**config.mk**
```make
export PLATFORM = sky130hd
export DESIGN_NAME = backplane_port_statistics
export DESIGN_NICKNAME = d
export VERILOG_FILES = /design/src/core/event_counter.v /design/src/core/fault_lamp_timer.v /design/src/core/backplane_port_statistics.v
export VERILOG_INCLUDE_DIRS = /design/src /design/src/core
export SDC_FILE = /design/constraint.sdc
export NUM_CORES = 1
export LEC_CHECK = 0
export BUFFER_PORTS_ARGS = -buffer_cell sky130_fd_sc_hd__buf_2
export CORE_MARGIN = 8
export CORE_UTILIZATION = 67
export DETAILED_ROUTE_END_ITERATION = 8
export PLACE_DENSITY_LB_ADDON = 0.05
export SLEW_MARGIN = 20
export SYNTH_ARGS = -nofsm -noshare
export SYNTH_HDL_FRONTEND = slang
export SYNTH_SLANG_ARGS = --single-unit
```
**constraint.sdc**
```tcl
create_clock -name hclk -period 5.7 [get_ports hclk]
set_input_delay 0.285 -clock hclk [delete_from_list [all_inputs] [get_ports hclk]]
set_output_delay 0.285 -clock hclk [all_outputs]
set_load 0.1 [all_outputs]
```
**src/core/backplane_stats_defs.vh**
```
// Constants for the backplane port statistics bank
`ifndef BACKPLANE_STATS_DEFS_VH
`define BACKPLANE_STATS_DEFS_VH

// Clock and timing
`define CLK_HZ 25000000
`define FAULT_HOLD_MS 1000
`define FAULT_HOLD_CYCLES (`FAULT_HOLD_MS * (`CLK_HZ / 1000))
`define IDLE_TIMEOUT_MS 30000
`define IDLE_TIMEOUT_CYCLES (`IDLE_TIMEOUT_MS * (`CLK_HZ / 1000))

// Widths and limits
`define STAT_WIDTH 16
`define MAX_ACTIVE_BLOCKS 3'h4
`define PENDING_MAX 4'hF
`define NUM_COUNTERS 22

// Exception code for a missing host path
`define EXC_GATEWAY_PATH 8'h0A

// Register indices; byte address is four times the index
`define REG_REPLIES_RECEIVED 12'h861
`define REG_ERROR_RESPONSES_MADE 12'h862
`define REG_ORPHAN_REPLIES_DROPPED 12'h863
`define REG_MESSAGES_ORIGINATED 12'h864
`define REG_BUFFER_STARVATION 12'h865
`define REG_MEMORY_REQUESTS_QUEUED 12'h866
`define REG_CONTEXT_EXHAUSTED 12'h867
`define REG_ACTIVE_BLOCK_GAUGE 12'h868
`define REG_UNTRANSLATABLE_DROPPED 12'h869
`define REG_MALFORMED_MESSAGES 12'h86A
`define REG_LOGGED_ON_CHANNEL_MSGS 12'h86B
`define REG_GUEST_CHANNEL_MSGS 12'h86C
`define REG_MEMORY_REQUESTS_SERVED 12'h86D
`define REG_BLOCK_OPS_STARTED 12'h86E
`define REG_IDLE_EXPIRIES 12'h86F
`define REG_BAD_OPCODE_COUNT 12'h870
`define REG_BLOCK_OPS_DONE 12'h871
`define REG_CHANNEL_MSGS_SERVED 12'h872
`define REG_NO_RACK_ERRORS 12'h873
`define REG_SCAN_END_HOOKS 12'h875
`define REG_LOGIC_HOOKS 12'h876
`define REG_QUEUED_BUFFER_GAUGE 12'h877
`define REG_LOGON_CLAIMED 12'h878
`define REG_POWERUP_HOOKS 12'h879
`define REG_EXIT_DIM_HOOKS 12'h87A
`define REG_BUFFERS_HELD_GAUGE 12'h880
`define REG_STATS_CONTROL 12'h881
`define REG_PORT_STATUS 12'h882

// Control register fields
`define CTRL_ZERO_BIT 0
`define CTRL_LAMP_EN_BIT 1
`define CTRL_LAMP_EN_RESET 1'h1

// Counter slots
`define SLOT_REPLIES 0
`define SLOT_ERR_RESP 1
`define SLOT_ORPHAN 2
`define SLOT_ORIGINATED 3
`define SLOT_STARVED 4
`define SLOT_MEM_QUEUED 5
`define SLOT_CTX_EXHAUST 6
`define SLOT_UNTRANS 7
`define SLOT_MALFORMED 8
`define SLOT_LOGGED_ON 9
`define SLOT_GUEST 10
`define SLOT_MEM_SERVED 11
`define SLOT_OPS_STARTED 12
`define SLOT_IDLE_EXP 13
`define SLOT_BAD_OPCODE 14
`define SLOT_OPS_DONE 15
`define SLOT_CHAN_SERVED 16
`define SLOT_NO_RACK 17
`define SLOT_SCAN_END 18
`define SLOT_LOGIC_HOOK 19
`define SLOT_POWERUP 20
`define SLOT_EXIT_DIM 21

`endif

```
**src/core/event_counter.v**
```verilog
// Up/down statistics counter, wraps when counting up
`timescale 1ns/1ns
`default_nettype none
module event_counter #(
  parameter WIDTH = 16
) (
  // Clock and reset
  input wire hclk,
  input wire hresetn,
  // Control
  input wire clear,
  input wire up,
  input wire down,
  // Value
  output reg [WIDTH-1:0] count
);
  reg [WIDTH-1:0] next_count;

  always @* begin
    next_count = count;
    if (up && !down) begin
      next_count = count + {{(WIDTH-1){1'b0}}, 1'b1};
    end else if (down && !up && count != {WIDTH{1'b0}}) begin
      next_count = count - {{(WIDTH-1){1'b0}}, 1'b1};
    end
    // An event in the zeroing cycle still counts
    if (clear) begin
      next_count = {{(WIDTH-1){1'b0}}, up && !down};
    end
  end

  always @(posedge hclk or negedge hresetn) begin
    if (!hresetn) begin
      count <= {WIDTH{1'b0}};
    end else begin
      count <= next_count;
    end
  end
endmodule
`default_nettype wire

```
**src/core/fault_lamp_timer.v**
```verilog
// Retriggerable hold timer for the fault indicators
`timescale 1ns/1ns
`default_nettype none
module fault_lamp_timer #(
  parameter [31:0] HOLD_CYCLES = 32'd25000000
) (
  // Clock and reset
  input wire hclk,
  input wire hresetn,
  // Trigger and lamp
  input wire trigger,
  output reg lit
);
  reg [31:0] timer;

  always @(posedge hclk or negedge hresetn) begin
    if (!hresetn) begin
      timer <= 32'h0;
      lit <= 1'b0;
    end else if (trigger) begin
      timer <= HOLD_CYCLES;
      lit <= 1'b1;
    end else begin
      if (timer != 32'h0) begin
        timer <= timer - 32'h1;
      end
      lit <= (timer > 32'h1);
    end
  end
endmodule
`default_nettype wire

```
**src/core/backplane_port_statistics.v**
```verilog
// Backplane port statistics bank with AHB-Lite register access
//
// Behaviour
// - Any error counter increment lights red and green fault lamps one second.
// - Count each reply arriving from the host controller.
// - Count each error response this device produces toward the backplane.
// - Count ladder block replies dropped for lack of a matching open context.
// - Count each message this device originates onto the backplane.
// - Count each time no free buffer is available for backplane traffic.
// - Count each memory-access request placed in the host service queue.
// - At most four active ladder blocks; fifth counts and waits for release.
// - Live gauge of active ladder blocks, up on activation, down on a release with no block waiting.
// - Count network messages dropped as untranslatable for the host.
// - Count malformed messages, checksum and framing faults included.
// - One master holds logon; count its messages apart from other masters.
// - Count queued memory-access requests serviced by the host.
// - Count ladder block instructions issued by the host.
// - Idle timer on programming channel drops connection and counts on expiry.
// - Count ladder blocks issued with an unsupported operation code.
// - Count completed ladder block operations.
// - Count messages the host services on the backplane channel.
// - Requests before host communication opens get an error and are counted.
// - That error response carries exception code 0x0A, gateway path unavailable.
// - Gauge of buffers the port currently holds.
// - Count scan_end_hooks from the host.
// - Count ladder block scans with enable input energised.
`timescale 1ns/1ns
`default_nettype none
`include "backplane_stats_defs.vh"
module backplane_port_statistics #(
  parameter [31:0] FAULT_HOLD_CYCLES = `FAULT_HOLD_CYCLES,
  parameter [31:0] IDLE_TIMEOUT_CYCLES = `IDLE_TIMEOUT_CYCLES,
  parameter MASTER_ID_WIDTH = 8
) (
  // Clock and reset
  input wire hclk,
  input wire hresetn,
  // AHB-Lite slave
  input wire hsel,
  input wire [31:0] haddr,
  input wire [1:0] htrans,
  input wire hwrite,
  input wire [2:0] hsize,
  input wire hready,
  input wire [31:0] hwdata,
  output wire hreadyout,
  output wire hresp,
  output reg [31:0] hrdata,
  // Backplane traffic events, one-cycle pulses
  input wire reply_rx,
  input wire error_resp_made,
  input wire orphan_reply,
  input wire msg_originated,
  input wire buffer_starved,
  input wire mem_req_queued,
  input wire mem_req_served,
  input wire untranslatable,
  input wire malformed_msg,
  input wire channel_msg_served,
  // Ladder message block events, one-cycle pulses
  input wire block_instr,
  input wire block_bad_opcode,
  input wire block_done,
  input wire block_activate,
  input wire block_release,
  // Host hooks, one-cycle pulses
  input wire scan_end_hook,
  input wire logic_hook,
  input wire powerup_hook,
  input wire exit_dim_hook,
  // Buffer and queue occupancy, one-cycle pulses
  input wire buffer_take,
  input wire buffer_give,
  input wire queue_push,
  input wire queue_pop,
  // Channel masters and logon
  input wire channel_msg,
  input wire [MASTER_ID_WIDTH-1:0] channel_master,
  input wire logon_claim,
  input wire logon_drop,
  input wire prog_activity,
  // Host readiness and incoming requests
  input wire host_comm_open,
  input wire master_request,
  // Ladder block context answers
  output reg block_granted,
  output reg block_waiting,
  // Error response toward the master
  output reg gateway_error,
  output reg [7:0] gateway_exc_code,
  // Programming connection
  output reg prog_conn_expired,
  output reg logon_active,
  // Fault indicators
  output wire fault_red,
  output wire fault_green
);
  localparam W = `STAT_WIDTH;
  localparam N = `NUM_COUNTERS;

  // Bus state
  reg wr_pending;
  reg [11:0] wr_index;
  reg lamp_enable;
  reg zero_stats;
  reg [31:0] read_value;
  wire [11:0] addr_index;
  wire addr_in_range;
  wire take_phase;

  // Block state
  reg [2:0] active_blocks;
  reg [3:0] pending_blocks;
  reg [2:0] next_active;
  reg [3:0] next_pending;
  reg next_grant;
  reg context_short;

  // Logon and idle timer
  reg [MASTER_ID_WIDTH-1:0] logon_owner;
  reg [31:0] idle_timer;
  wire owner_msg;
  wire idle_expire;
  wire no_rack;
  wire any_error;
  wire lamp_lit;

  // Counter plumbing
  wire [N-1:0] stat_inc;
  wire [N*W-1:0] stat_val;
  wire [W-1:0] queued_gauge;
  wire [W-1:0] held_gauge;

  // Address phase capture
  assign hreadyout = 1'b1;
  assign hresp = 1'b0;
  assign take_phase = hsel && htrans[1] && hready;
  assign addr_index = haddr[13:2];
  assign addr_in_range = (haddr[31:14] == 18'h0);

  always @(posedge hclk or negedge hresetn) begin
    if (!hresetn) begin
      wr_pending <= 1'b0;
      wr_index <= 12'h0;
    end else if (hready) begin
      wr_pending <= take_phase && hwrite && addr_in_range;
      wr_index <= addr_index;
    end
  end

  // Control register write in the data phase
  always @(posedge hclk or negedge hresetn) begin
    if (!hresetn) begin
      lamp_enable <= `CTRL_LAMP_EN_RESET;
      zero_stats <= 1'b0;
    end else begin
      zero_stats <= 1'b0;
      if (wr_pending && wr_index == `REG_STATS_CONTROL) begin
        lamp_enable <= hwdata[`CTRL_LAMP_EN_BIT];
        zero_stats <= hwdata[`CTRL_ZERO_BIT];
      end
    end
  end

  // Read data sampled at the address phase
  always @* begin
    read_value = 32'h0;
    case (addr_index)
      `REG_REPLIES_RECEIVED: read_value[W-1:0] = stat_val[`SLOT_REPLIES*W +: W];
      `REG_ERROR_RESPONSES_MADE: read_value[W-1:0] = stat_val[`SLOT_ERR_RESP*W +: W];
      `REG_ORPHAN_REPLIES_DROPPED: read_value[W-1:0] = stat_val[`SLOT_ORPHAN*W +: W];
      `REG_MESSAGES_ORIGINATED: read_value[W-1:0] = stat_val[`SLOT_ORIGINATED*W +: W];
      `REG_BUFFER_STARVATION: read_value[W-1:0] = stat_val[`SLOT_STARVED*W +: W];
      `REG_MEMORY_REQUESTS_QUEUED: read_value[W-1:0] = stat_val[`SLOT_MEM_QUEUED*W +: W];
      `REG_CONTEXT_EXHAUSTED: read_value[W-1:0] = stat_val[`SLOT_CTX_EXHAUST*W +: W];
      `REG_ACTIVE_BLOCK_GAUGE: read_value[2:0] = active_blocks;
      `REG_UNTRANSLATABLE_DROPPED: read_value[W-1:0] = stat_val[`SLOT_UNTRANS*W +: W];
      `REG_MALFORMED_MESSAGES: read_value[W-1:0] = stat_val[`SLOT_MALFORMED*W +: W];
      `REG_LOGGED_ON_CHANNEL_MSGS: read_value[W-1:0] = stat_val[`SLOT_LOGGED_ON*W +: W];
      `REG_GUEST_CHANNEL_MSGS: read_value[W-1:0] = stat_val[`SLOT_GUEST*W +: W];
      `REG_MEMORY_REQUESTS_SERVED: read_value[W-1:0] = stat_val[`SLOT_MEM_SERVED*W +: W];
      `REG_BLOCK_OPS_STARTED: read_value[W-1:0] = stat_val[`SLOT_OPS_STARTED*W +: W];
      `REG_IDLE_EXPIRIES: read_value[W-1:0] = stat_val[`SLOT_IDLE_EXP*W +: W];
      `REG_BAD_OPCODE_COUNT: read_value[W-1:0] = stat_val[`SLOT_BAD_OPCODE*W +: W];
      `REG_BLOCK_OPS_DONE: read_value[W-1:0] = stat_val[`SLOT_OPS_DONE*W +: W];
      `REG_CHANNEL_MSGS_SERVED: read_value[W-1:0] = stat_val[`SLOT_CHAN_SERVED*W +: W];
      `REG_NO_RACK_ERRORS: read_value[W-1:0] = stat_val[`SLOT_NO_RACK*W +: W];
      `REG_SCAN_END_HOOKS: read_value[W-1:0] = stat_val[`SLOT_SCAN_END*W +: W];
      `REG_LOGIC_HOOKS: read_value[W-1:0] = stat_val[`SLOT_LOGIC_HOOK*W +: W];
      `REG_QUEUED_BUFFER_GAUGE: read_value[W-1:0] = queued_gauge;
      `REG_LOGON_CLAIMED: begin
        // Zero while nobody holds the logon
        read_value[MASTER_ID_WIDTH-1:0] = logon_active ? logon_owner : {MASTER_ID_WIDTH{1'b0}};
        read_value[MASTER_ID_WIDTH] = logon_active;
      end
      `REG_POWERUP_HOOKS: read_value[W-1:0] = stat_val[`SLOT_POWERUP*W +: W];
      `REG_EXIT_DIM_HOOKS: read_value[W-1:0] = stat_val[`SLOT_EXIT_DIM*W +: W];
      `REG_BUFFERS_HELD_GAUGE: read_value[W-1:0] = held_gauge;
      `REG_STATS_CONTROL: read_value[`CTRL_LAMP_EN_BIT] = lamp_enable;
      `REG_PORT_STATUS: begin
        read_value[0] = lamp_lit;
        read_value[1] = host_comm_open;
        read_value[2] = logon_active;
        read_value[3] = block_waiting;
        read_value[7:4] = pending_blocks;
      end
      default: read_value = 32'h0;
    endcase
  end

  always @(posedge hclk or negedge hresetn) begin
    if (!hresetn) begin
      hrdata <= 32'h0;
    end else if (take_phase && !hwrite) begin
      hrdata <= addr_in_range ? read_value : 32'h0;
    end
  end

  // Ladder block contexts: a release hands its context to a waiting block
  always @* begin
    next_active = active_blocks;
    next_pending = pending_blocks;
    next_grant = 1'b0;
    context_short = 1'b0;
    if (block_release) begin
      if (pending_blocks != 4'h0) begin
        next_pending = pending_blocks - 4'h1;
        next_grant = 1'b1;
      end else if (active_blocks != 3'h0) begin
        next_active = active_blocks - 3'h1;
      end
    end
    if (block_activate) begin
      if (next_active < `MAX_ACTIVE_BLOCKS && next_pending == 4'h0) begin
        next_active = next_active + 3'h1;
        next_grant = 1'b1;
      end else begin
        context_short = 1'b1;
        if (next_pending != `PENDING_MAX) begin
          next_pending = next_pending + 4'h1;
        end
      end
    end
  end

  always @(posedge hclk or negedge hresetn) begin
    if (!hresetn) begin
      active_blocks <= 3'h0;
      pending_blocks <= 4'h0;
      block_granted <= 1'b0;
      block_waiting <= 1'b0;
    end else begin
      active_blocks <= next_active;
      pending_blocks <= next_pending;
      block_granted <= next_grant;
      block_waiting <= (next_pending != 4'h0);
    end
  end

  // Logon ownership and programming idle timer
  assign owner_msg = channel_msg && logon_active && channel_master == logon_owner;
  assign idle_expire = logon_active && !prog_activity && !owner_msg &&
                       idle_timer >= IDLE_TIMEOUT_CYCLES - 32'h1;

  always @(posedge hclk or negedge hresetn) begin
    if (!hresetn) begin
      logon_active <= 1'b0;
      logon_owner <= {MASTER_ID_WIDTH{1'b0}};
      idle_timer <= 32'h0;
      prog_conn_expired <= 1'b0;
    end else begin
      prog_conn_expired <= idle_expire;
      if (idle_expire || (logon_drop && logon_active && channel_master == logon_owner)) begin
        logon_active <= 1'b0;
      end else if (logon_claim && !logon_active) begin
        logon_active <= 1'b1;
        logon_owner <= channel_master;
      end
      if (!logon_active || prog_activity || owner_msg || idle_expire) begin
        idle_timer <= 32'h0;
      end else begin
        idle_timer <= idle_timer + 32'h1;
      end
    end
  end

  // Requests while the host has not opened communication
  assign no_rack = master_request && !host_comm_open;

  always @(posedge hclk or negedge hresetn) begin
    if (!hresetn) begin
      gateway_error <= 1'b0;
      gateway_exc_code <= 8'h00;
    end else begin
      gateway_error <= no_rack;
      if (no_rack) begin
        gateway_exc_code <= `EXC_GATEWAY_PATH;
      end
    end
  end

  // Event to counter wiring
  assign stat_inc[`SLOT_REPLIES] = reply_rx;
  assign stat_inc[`SLOT_ERR_RESP] = error_resp_made || no_rack;
  assign stat_inc[`SLOT_ORPHAN] = orphan_reply;
  assign stat_inc[`SLOT_ORIGINATED] = msg_originated;
  assign stat_inc[`SLOT_STARVED] = buffer_starved;
  assign stat_inc[`SLOT_MEM_QUEUED] = mem_req_queued;
  assign stat_inc[`SLOT_CTX_EXHAUST] = context_short;
  assign stat_inc[`SLOT_UNTRANS] = untranslatable;
  assign stat_inc[`SLOT_MALFORMED] = malformed_msg;
  assign stat_inc[`SLOT_LOGGED_ON] = owner_msg;
  assign stat_inc[`SLOT_GUEST] = channel_msg && !owner_msg;
  assign stat_inc[`SLOT_MEM_SERVED] = mem_req_served;
  assign stat_inc[`SLOT_OPS_STARTED] = block_instr;
  assign stat_inc[`SLOT_IDLE_EXP] = idle_expire;
  assign stat_inc[`SLOT_BAD_OPCODE] = block_bad_opcode;
  assign stat_inc[`SLOT_OPS_DONE] = block_done;
  assign stat_inc[`SLOT_CHAN_SERVED] = channel_msg_served;
  assign stat_inc[`SLOT_NO_RACK] = no_rack;
  assign stat_inc[`SLOT_SCAN_END] = scan_end_hook;
  assign stat_inc[`SLOT_LOGIC_HOOK] = logic_hook;
  assign stat_inc[`SLOT_POWERUP] = powerup_hook;
  assign stat_inc[`SLOT_EXIT_DIM] = exit_dim_hook;

  // Sixteen-bit wrapping counters, zeroed at reset or on request
  genvar g;
  generate
    for (g = 0; g < N; g = g + 1) begin : stat
      event_counter #(
        .WIDTH(W)
      ) counter (
        .hclk(hclk),
        .hresetn(hresetn),
        .clear(zero_stats),
        .up(stat_inc[g]),
        .down(1'b0),
        .count(stat_val[g*W +: W])
      );
    end
  endgenerate

  // Occupancy gauges follow live state and are zeroed only at reset
  event_counter #(
    .WIDTH(W)
  ) queued_counter (
    .hclk(hclk),
    .hresetn(hresetn),
    .clear(1'b0),
    .up(queue_push),
    .down(queue_pop),
    .count(queued_gauge)
  );

  event_counter #(
    .WIDTH(W)
  ) held_counter (
    .hclk(hclk),
    .hresetn(hresetn),
    .clear(1'b0),
    .up(buffer_take),
    .down(buffer_give),
    .count(held_gauge)
  );

  // Any error count lights both fault lamps
  assign any_error = stat_inc[`SLOT_ERR_RESP] || orphan_reply || buffer_starved ||
                     context_short || untranslatable || malformed_msg ||
                     idle_expire || block_bad_opcode || no_rack;

  fault_lamp_timer #(
    .HOLD_CYCLES(FAULT_HOLD_CYCLES)
  ) lamp (
    .hclk(hclk),
    .hresetn(hresetn),
    .trigger(any_error && lamp_enable),
    .lit(lamp_lit)
  );

  assign fault_red = lamp_lit;
  assign fault_green = lamp_lit;
endmodule
`default_nettype wire

```
# Word level (Yosys, flattened, before mapping)
# Index checks and enable logic that the tools add are counted.
# word_totals
ff_bits,517
wordCells,268
# op_classes
add_sub_neg,32
n_lt_le_gt_ge,3
n_eq_ne,31
muxes,79
bitwise,1
reduce_logical,81
# ops
operator,count
two-way mux 16 bit,49
"adder 16 x 1 -> 16 bit, second input constant",24
"equality test 12 bit, second input constant",29
one-hot mux 7 bit (24 select lines),1
one-hot mux 5 bit (26 select lines),1
two-way mux 32 bit,3
one-hot mux 1 bit (27 select lines),2
nonzero test 2 bit,26
"adder 32 x 1 -> 32 bit, second input constant",1
"greater-or-equal comparator 32 x 30 -> 1 bit, second input constant",1
"> comparator 32 x 1 -> 1 bit, second input constant",1
nonzero test 16 bit,2
nonzero test 32 bit,1
"subtractor 16 x 1 -> 16 bit, second input constant",2
"subtractor 32 x 1 -> 32 bit, second input constant",1
one-hot mux 1 bit (28 select lines),1
one-hot mux 1 bit (25 select lines),1
logical AND 1 bit,24
two-way mux 4 bit,5
logical NOT 18 bit,1
two-way mux 3 bit,5
logical OR 1 bit,13
two-way mux 1 bit,10
logical NOT 1 bit,9
other kinds (13),14

# Longest topological paths before layout
# depth
depth_word,16
depth_mapped,14
mapped_depth_nobuf,13

# By module
# Synthesis repeated with hierarchy kept, for this count alone.
# hier_totals
hier_cells,5037
hier_area_um2,44375.1
# by_module_without_submodules
mod,n_inst,cells_each,area_per_inst_um2,seq_area_each_um2
event_counter (stat[15].counter ...),14,170,1458.9,400.4
event_counter (held_counter ...),7,155,1415.1,400.4
backplane_port_statistics,1,893,7835.0,2103.3
fault_lamp_timer,1,200,1861.8,825.8
event_counter (stat[6].counter),1,166,1510.2,400.4
event_counter (stat[7].counter),1,165,1461.4,400.4
event_counter (stat[14].counter),1,148,1376.3,400.4

# Worst setup path after synthesis
# Ideal clock, no wire load.
# synth_timing
kind,reg-to-reg
start,register logon_active
end,register lamp.timer[10]
setup_ns,0.072
arrival_time_ns,2.807
required_ns,5.628
path_slack_ns,2.820
stages_incl_launch_ff,8
path_buffers,2
period_less_slack_ns,2.880
cell_sequence,dfrtp_1 -> nand4_1 -> o41ai_1 -> a211oi_1 -> o41a_1 -> buf_2 -> clkbuf_1 -> nor2_1
# synth_via
elab_chain_cells,10
elab_cells_between_ends,12
# synth_lines
item,line,source
from (decl),backplane_port_statistics.v:93,"output reg logon_active,"
from (signal assigned),backplane_port_statistics.v:267,logon_active <= 1'b0;
from (signal assigned),backplane_port_statistics.v:274,logon_active <= 1'b0;
from (signal assigned),backplane_port_statistics.v:276,logon_active <= 1'b1;
logical AND 1 bit (2 in series),backplane_port_statistics.v:261,assign owner_msg = channel_msg && logon_active && channel_master == logon_owner;
logical NOT 1 bit,--,
logical AND 1 bit * (2 in series),backplane_port_statistics.v:262,assign idle_expire = logon_active && !prog_activity && !owner_msg &&
logical OR 1 bit * (3 in series),backplane_port_statistics.v:367,assign any_error = stat_inc[`SLOT_ERR_RESP] || orphan_reply || buffer_starved ||
logical AND 1 bit *,backplane_port_statistics.v:376,".trigger(any_error && lamp_enable),"
two-way mux 32 bit or nonzero test 2 bit (tied branches),--,
to (signal assigned),fault_lamp_timer.v:25,timer <= timer - 32'h1;
to (decl),fault_lamp_timer.v:14,reg [31:0] timer;
# Every way passes the cells marked *; elsewhere a longest branch is shown, timed or not.
# A chain may end at the register's enable or synchronous reset.

# Worst setup path in the final report
# layout_timing
start,input haddr[13]
end,register hrdata[13]
# layout_via
elab_chain_cells,3
elab_cells_between_ends,26
# layout_lines
item,line,source
from (decl),backplane_port_statistics.v:40,"input wire [31:0] haddr,"
equality test 12 bit,backplane_port_statistics.v:168,case (addr_index)
one-hot mux 7 bit (24 select lines) *,backplane_port_statistics.v:168,
two-way mux 16 bit *,backplane_port_statistics.v:215,hrdata <= addr_in_range ? read_value : 32'h0;
to (signal assigned),backplane_port_statistics.v:215,
to (decl),backplane_port_statistics.v:48,"output reg [31:0] hrdata,"
# Marked as above.

==> reports/results.ini <==
[outcome]
outcome=finished clean

[sta]
maxSlewViolCount=0
slew_headroom_pct=19.27
hold_viol_final=0
worst_pin_slew_ps=1209
tns_ps=0
whs_ps=63.46
max_clock_freq_mhz=263.6
min_period_ps=3794
skew_ps=22.87
setup_violations=0
rsz0062_at_grt=no
fin_crit_sh_pct=66.56
fin_ws_ps=1906

[logic_synthesis]
synth_area_mm2=0.02778
synth-seq-area-share_pct=45.14
ys_ff_latch=501
syn_area_per_cell_um2=9.592
async_flop_share_pct=100.0
synth_flop_cell=dfrtp_1
yosys_warnings=0
synth.distinct_cells=91
synth_cells=2896
synth-edff-count=0

[worst_setup_path]
crit_cells=10
path_buf_inv=3
critical_path_class=in -> reg
cpMaxStageDelayCell=a2111oi_0
reg2reg_depth=11
cp-end-kind=flop
critical_path_arrival_ps=4260
crit_chain=dlygate4sd3_1, buf_2, or4b_2, nor4_2, buf_4, a22oi_1, nand3_1, a2111oi_0, and4_1, o21ai_1
required_ps=6160
cp_max_fo=28
cp_top_family=simple AND/OR/NAND/NOR gates
slowest_delay_ps=940
crit_path_start_kind=primary input

[die]
io_pins=160
design.core.area_mm2=0.04092
die_h_um=219.6
die_w_um=219.6
rows=74
start_util_pct=67.88
die_area_mm2=0.04823

[placed_design]
globalplace.congestion=1.094
port_buffers=99
pre_cts_slack_ps=2096
dp_hpwl_um=64150

[grt]
grt.met2_usage_pct=54.98
grt_use_total_pct=36.90
antenna_found_initial=0
grt_util_met1_pct=48.80
grt_pass1_vias=23018
overflow=0
grt_util_met3_pct=9.201
grt_max_degree=211
grt_pass1_wl_um=136500
grt.busiest_layer=met2

[min_path]
holdPathStages=2
holdCritPathClass=in -> reg

[finish]
area_growth_syn_to_layout_pct=10.93
num-fill-cells=2854
fin_util_pct=75.30
drive_above_1_share_pct=10.46
final_nets=3166
antenna_cells=0

[detailed_routing]
vias=23819
drt_iter0_drc=3220
wl_per_cell_um=24.98
drc=0
firstDrtPassIters=9
antenna_left=0
wirelength_um=89020
routed_via_density=6.685

[cts]
clk_latency_ps=610
htreeDepth=2
numCtsBuffers=52
clockBufferDepth=3
tritoncts=built
clk_pin_slew_ps=60
clk_root_buffer_cell=clkbuf_16
cts_num_sinks=501

[run]
max_cap_violations=0

[power_and_ir_drop]
powerDensity_mw_per_mm2=390.3
leakagePower_nw=13.61
ir_drop_mv=0.3231
power.total_w=0.01203

-- Yosys cell counts (all sizes together), types with 60 or more instances --
library cell | n | area [µm²]
clkbuf | 83 | 311.6
ha | 60 | 750.7
xnor2 | 118 | 1033
and3 | 88 | 550.5
nand4 | 97 | 606.8
dfrtp | 500 | 12510
nor2 | 412 | 1557
buf | 71 | 449.2
a21oi | 89 | 445.4
xor2 | 253 | 2223
nand3 | 133 | 670.6
a22oi | 94 | 705.7
o21ai | 92 | 460.4
nand2 | 239 | 904.6
-- cell usage in the layout (no fill, tap or decap), types with 12 or more instances in the layout --
cell,synthesis,routed
a221oi_1,23,23
nor2_1,410,410
a22oi_1,94,94
mux2i_1,28,28
a22o_1,33,33
nor3_1,42,42
nor2b_1,15,15
inv_1,48,48
xor2_1,252,252
ha_1,60,60
and4_1,29,29
clkbuf_16,0,52
nand2b_1,35,35
xnor2_1,118,118
nor4_2,17,19
buf_2,32,98
and3_1,88,88
mux2_2,32,32
clkbuf_8,0,12
a21oi_1,89,89
or3_1,50,50
conb_1,2,26
nand4_1,97,97
nor4_1,29,27
buf_4,30,33
o21ai_0,83,83
a222oi_1,23,23
dfrtp_1,500,499
nand3_1,132,132
nand2_1,238,238
dlygate4sd3_1,0,37
-- metrics by stage --
stage          std cells  instance area [µm²]
3_3_place_gp        3434                28630
5_1_grt             3563                30810
3_5_place_dp        3434                28630
4_1_cts             3563                30810
2_1_floorplan       2920                27870
6_report            3563                30810
-- area by class of cell --
type                            instances  area, µm²  area share (%)
Inverter                               48      180.2          0.5847
Clock buffer                           73       1500           4.868
Timing Repair Buffer                  173       1204           3.906
Sequential cell                       501      12540           40.70
Tap cell                              532      665.6           2.160
Clock inverter                         19      316.6           1.027
Multi-Input combinational cell       2217      14410           46.75
-- cells by family after synthesis --
| group | after synthesis | share of synthesized area (%) |
|---|---|---|
| AOI/OAI and AO/OA | 451 | 11.44 |
| buffers and inverters | 202 | 3.387 |
| DFF | 501 | 45.14 |
| xor gates and xnor gates | 371 | 11.72 |
| muxes | 60 | 2.306 |
| adders and majority gates | 62 | 2.847 |
| and+or+nand+nor | 1247 | 23.13 |
| other | 2 | 0.02704 |
-- timing repair --
action,in CTS,in global routing
hold buffers,37,0
setup buffers,0,0
resized for setup,0,0
endpoints found under the setup margin,0,0
hold endpoints to repair,128,0
-- power breakdown --
group / total, W / internal, W / switching (W)
Sequential: 0.00547 / 0.00424 / 0.00123
Combinational: 0.00291 / 0.00123 / 0.00168
Clock: 0.00364 / 0.00219 / 0.00145
Total: 0.0120 / 0.00767 / 0.00436
-- worst reg2reg max path, cell delays in order (launching register included) --
cell and delay [ps]:
dfrtp_1 500, inv_1 110, ha_1 230, inv_1 60, o31ai_1 500, nand2_1 90
o21ai_0 210, inv_1 110, ha_1 220, a41oi_2 460, o41a_1 820, nor2_1 170
-- sequential cells by signal, indices dropped and copies added, names as in the netlist, 3 cells and up --
| signal | cells |
|---|---|
| hrdata | 16 |
| stat.counter.count | 352 |
| logon_owner | 8 |
| active_blocks | 3 |
| idle_timer | 32 |
| lamp.timer | 32 |
| queued_counter.count | 16 |
| pending_blocks | 4 |
| wr_index | 12 |
| held_counter.count | 16 |
-- layer usage --
layer / wire length (µm) / vias up
met3: 10350 / 327
li1: - / 10485
met4: 6030 / 0
met2: 38970 / 1342
met1: 33670 / 11665
met5: 0 / -
-- path summary, 6_finish.rpt --
kind,to,slack [ps],from
setup reg to reg,lamp.timer[30],2040,pending_blocks[0]
hold / removal,stat[7].counter.count[0],60,untranslatable
min in group asynchronous,stat[17].counter.count[1],270,hresetn
max in group asynchronous,stat[6].counter.count[6],3900,hresetn
hold reg to reg,hrdata[2],480,hrdata[2]
setup / recovery,hrdata[13],1910,haddr[13]
(Power assumes the default switching activity.)
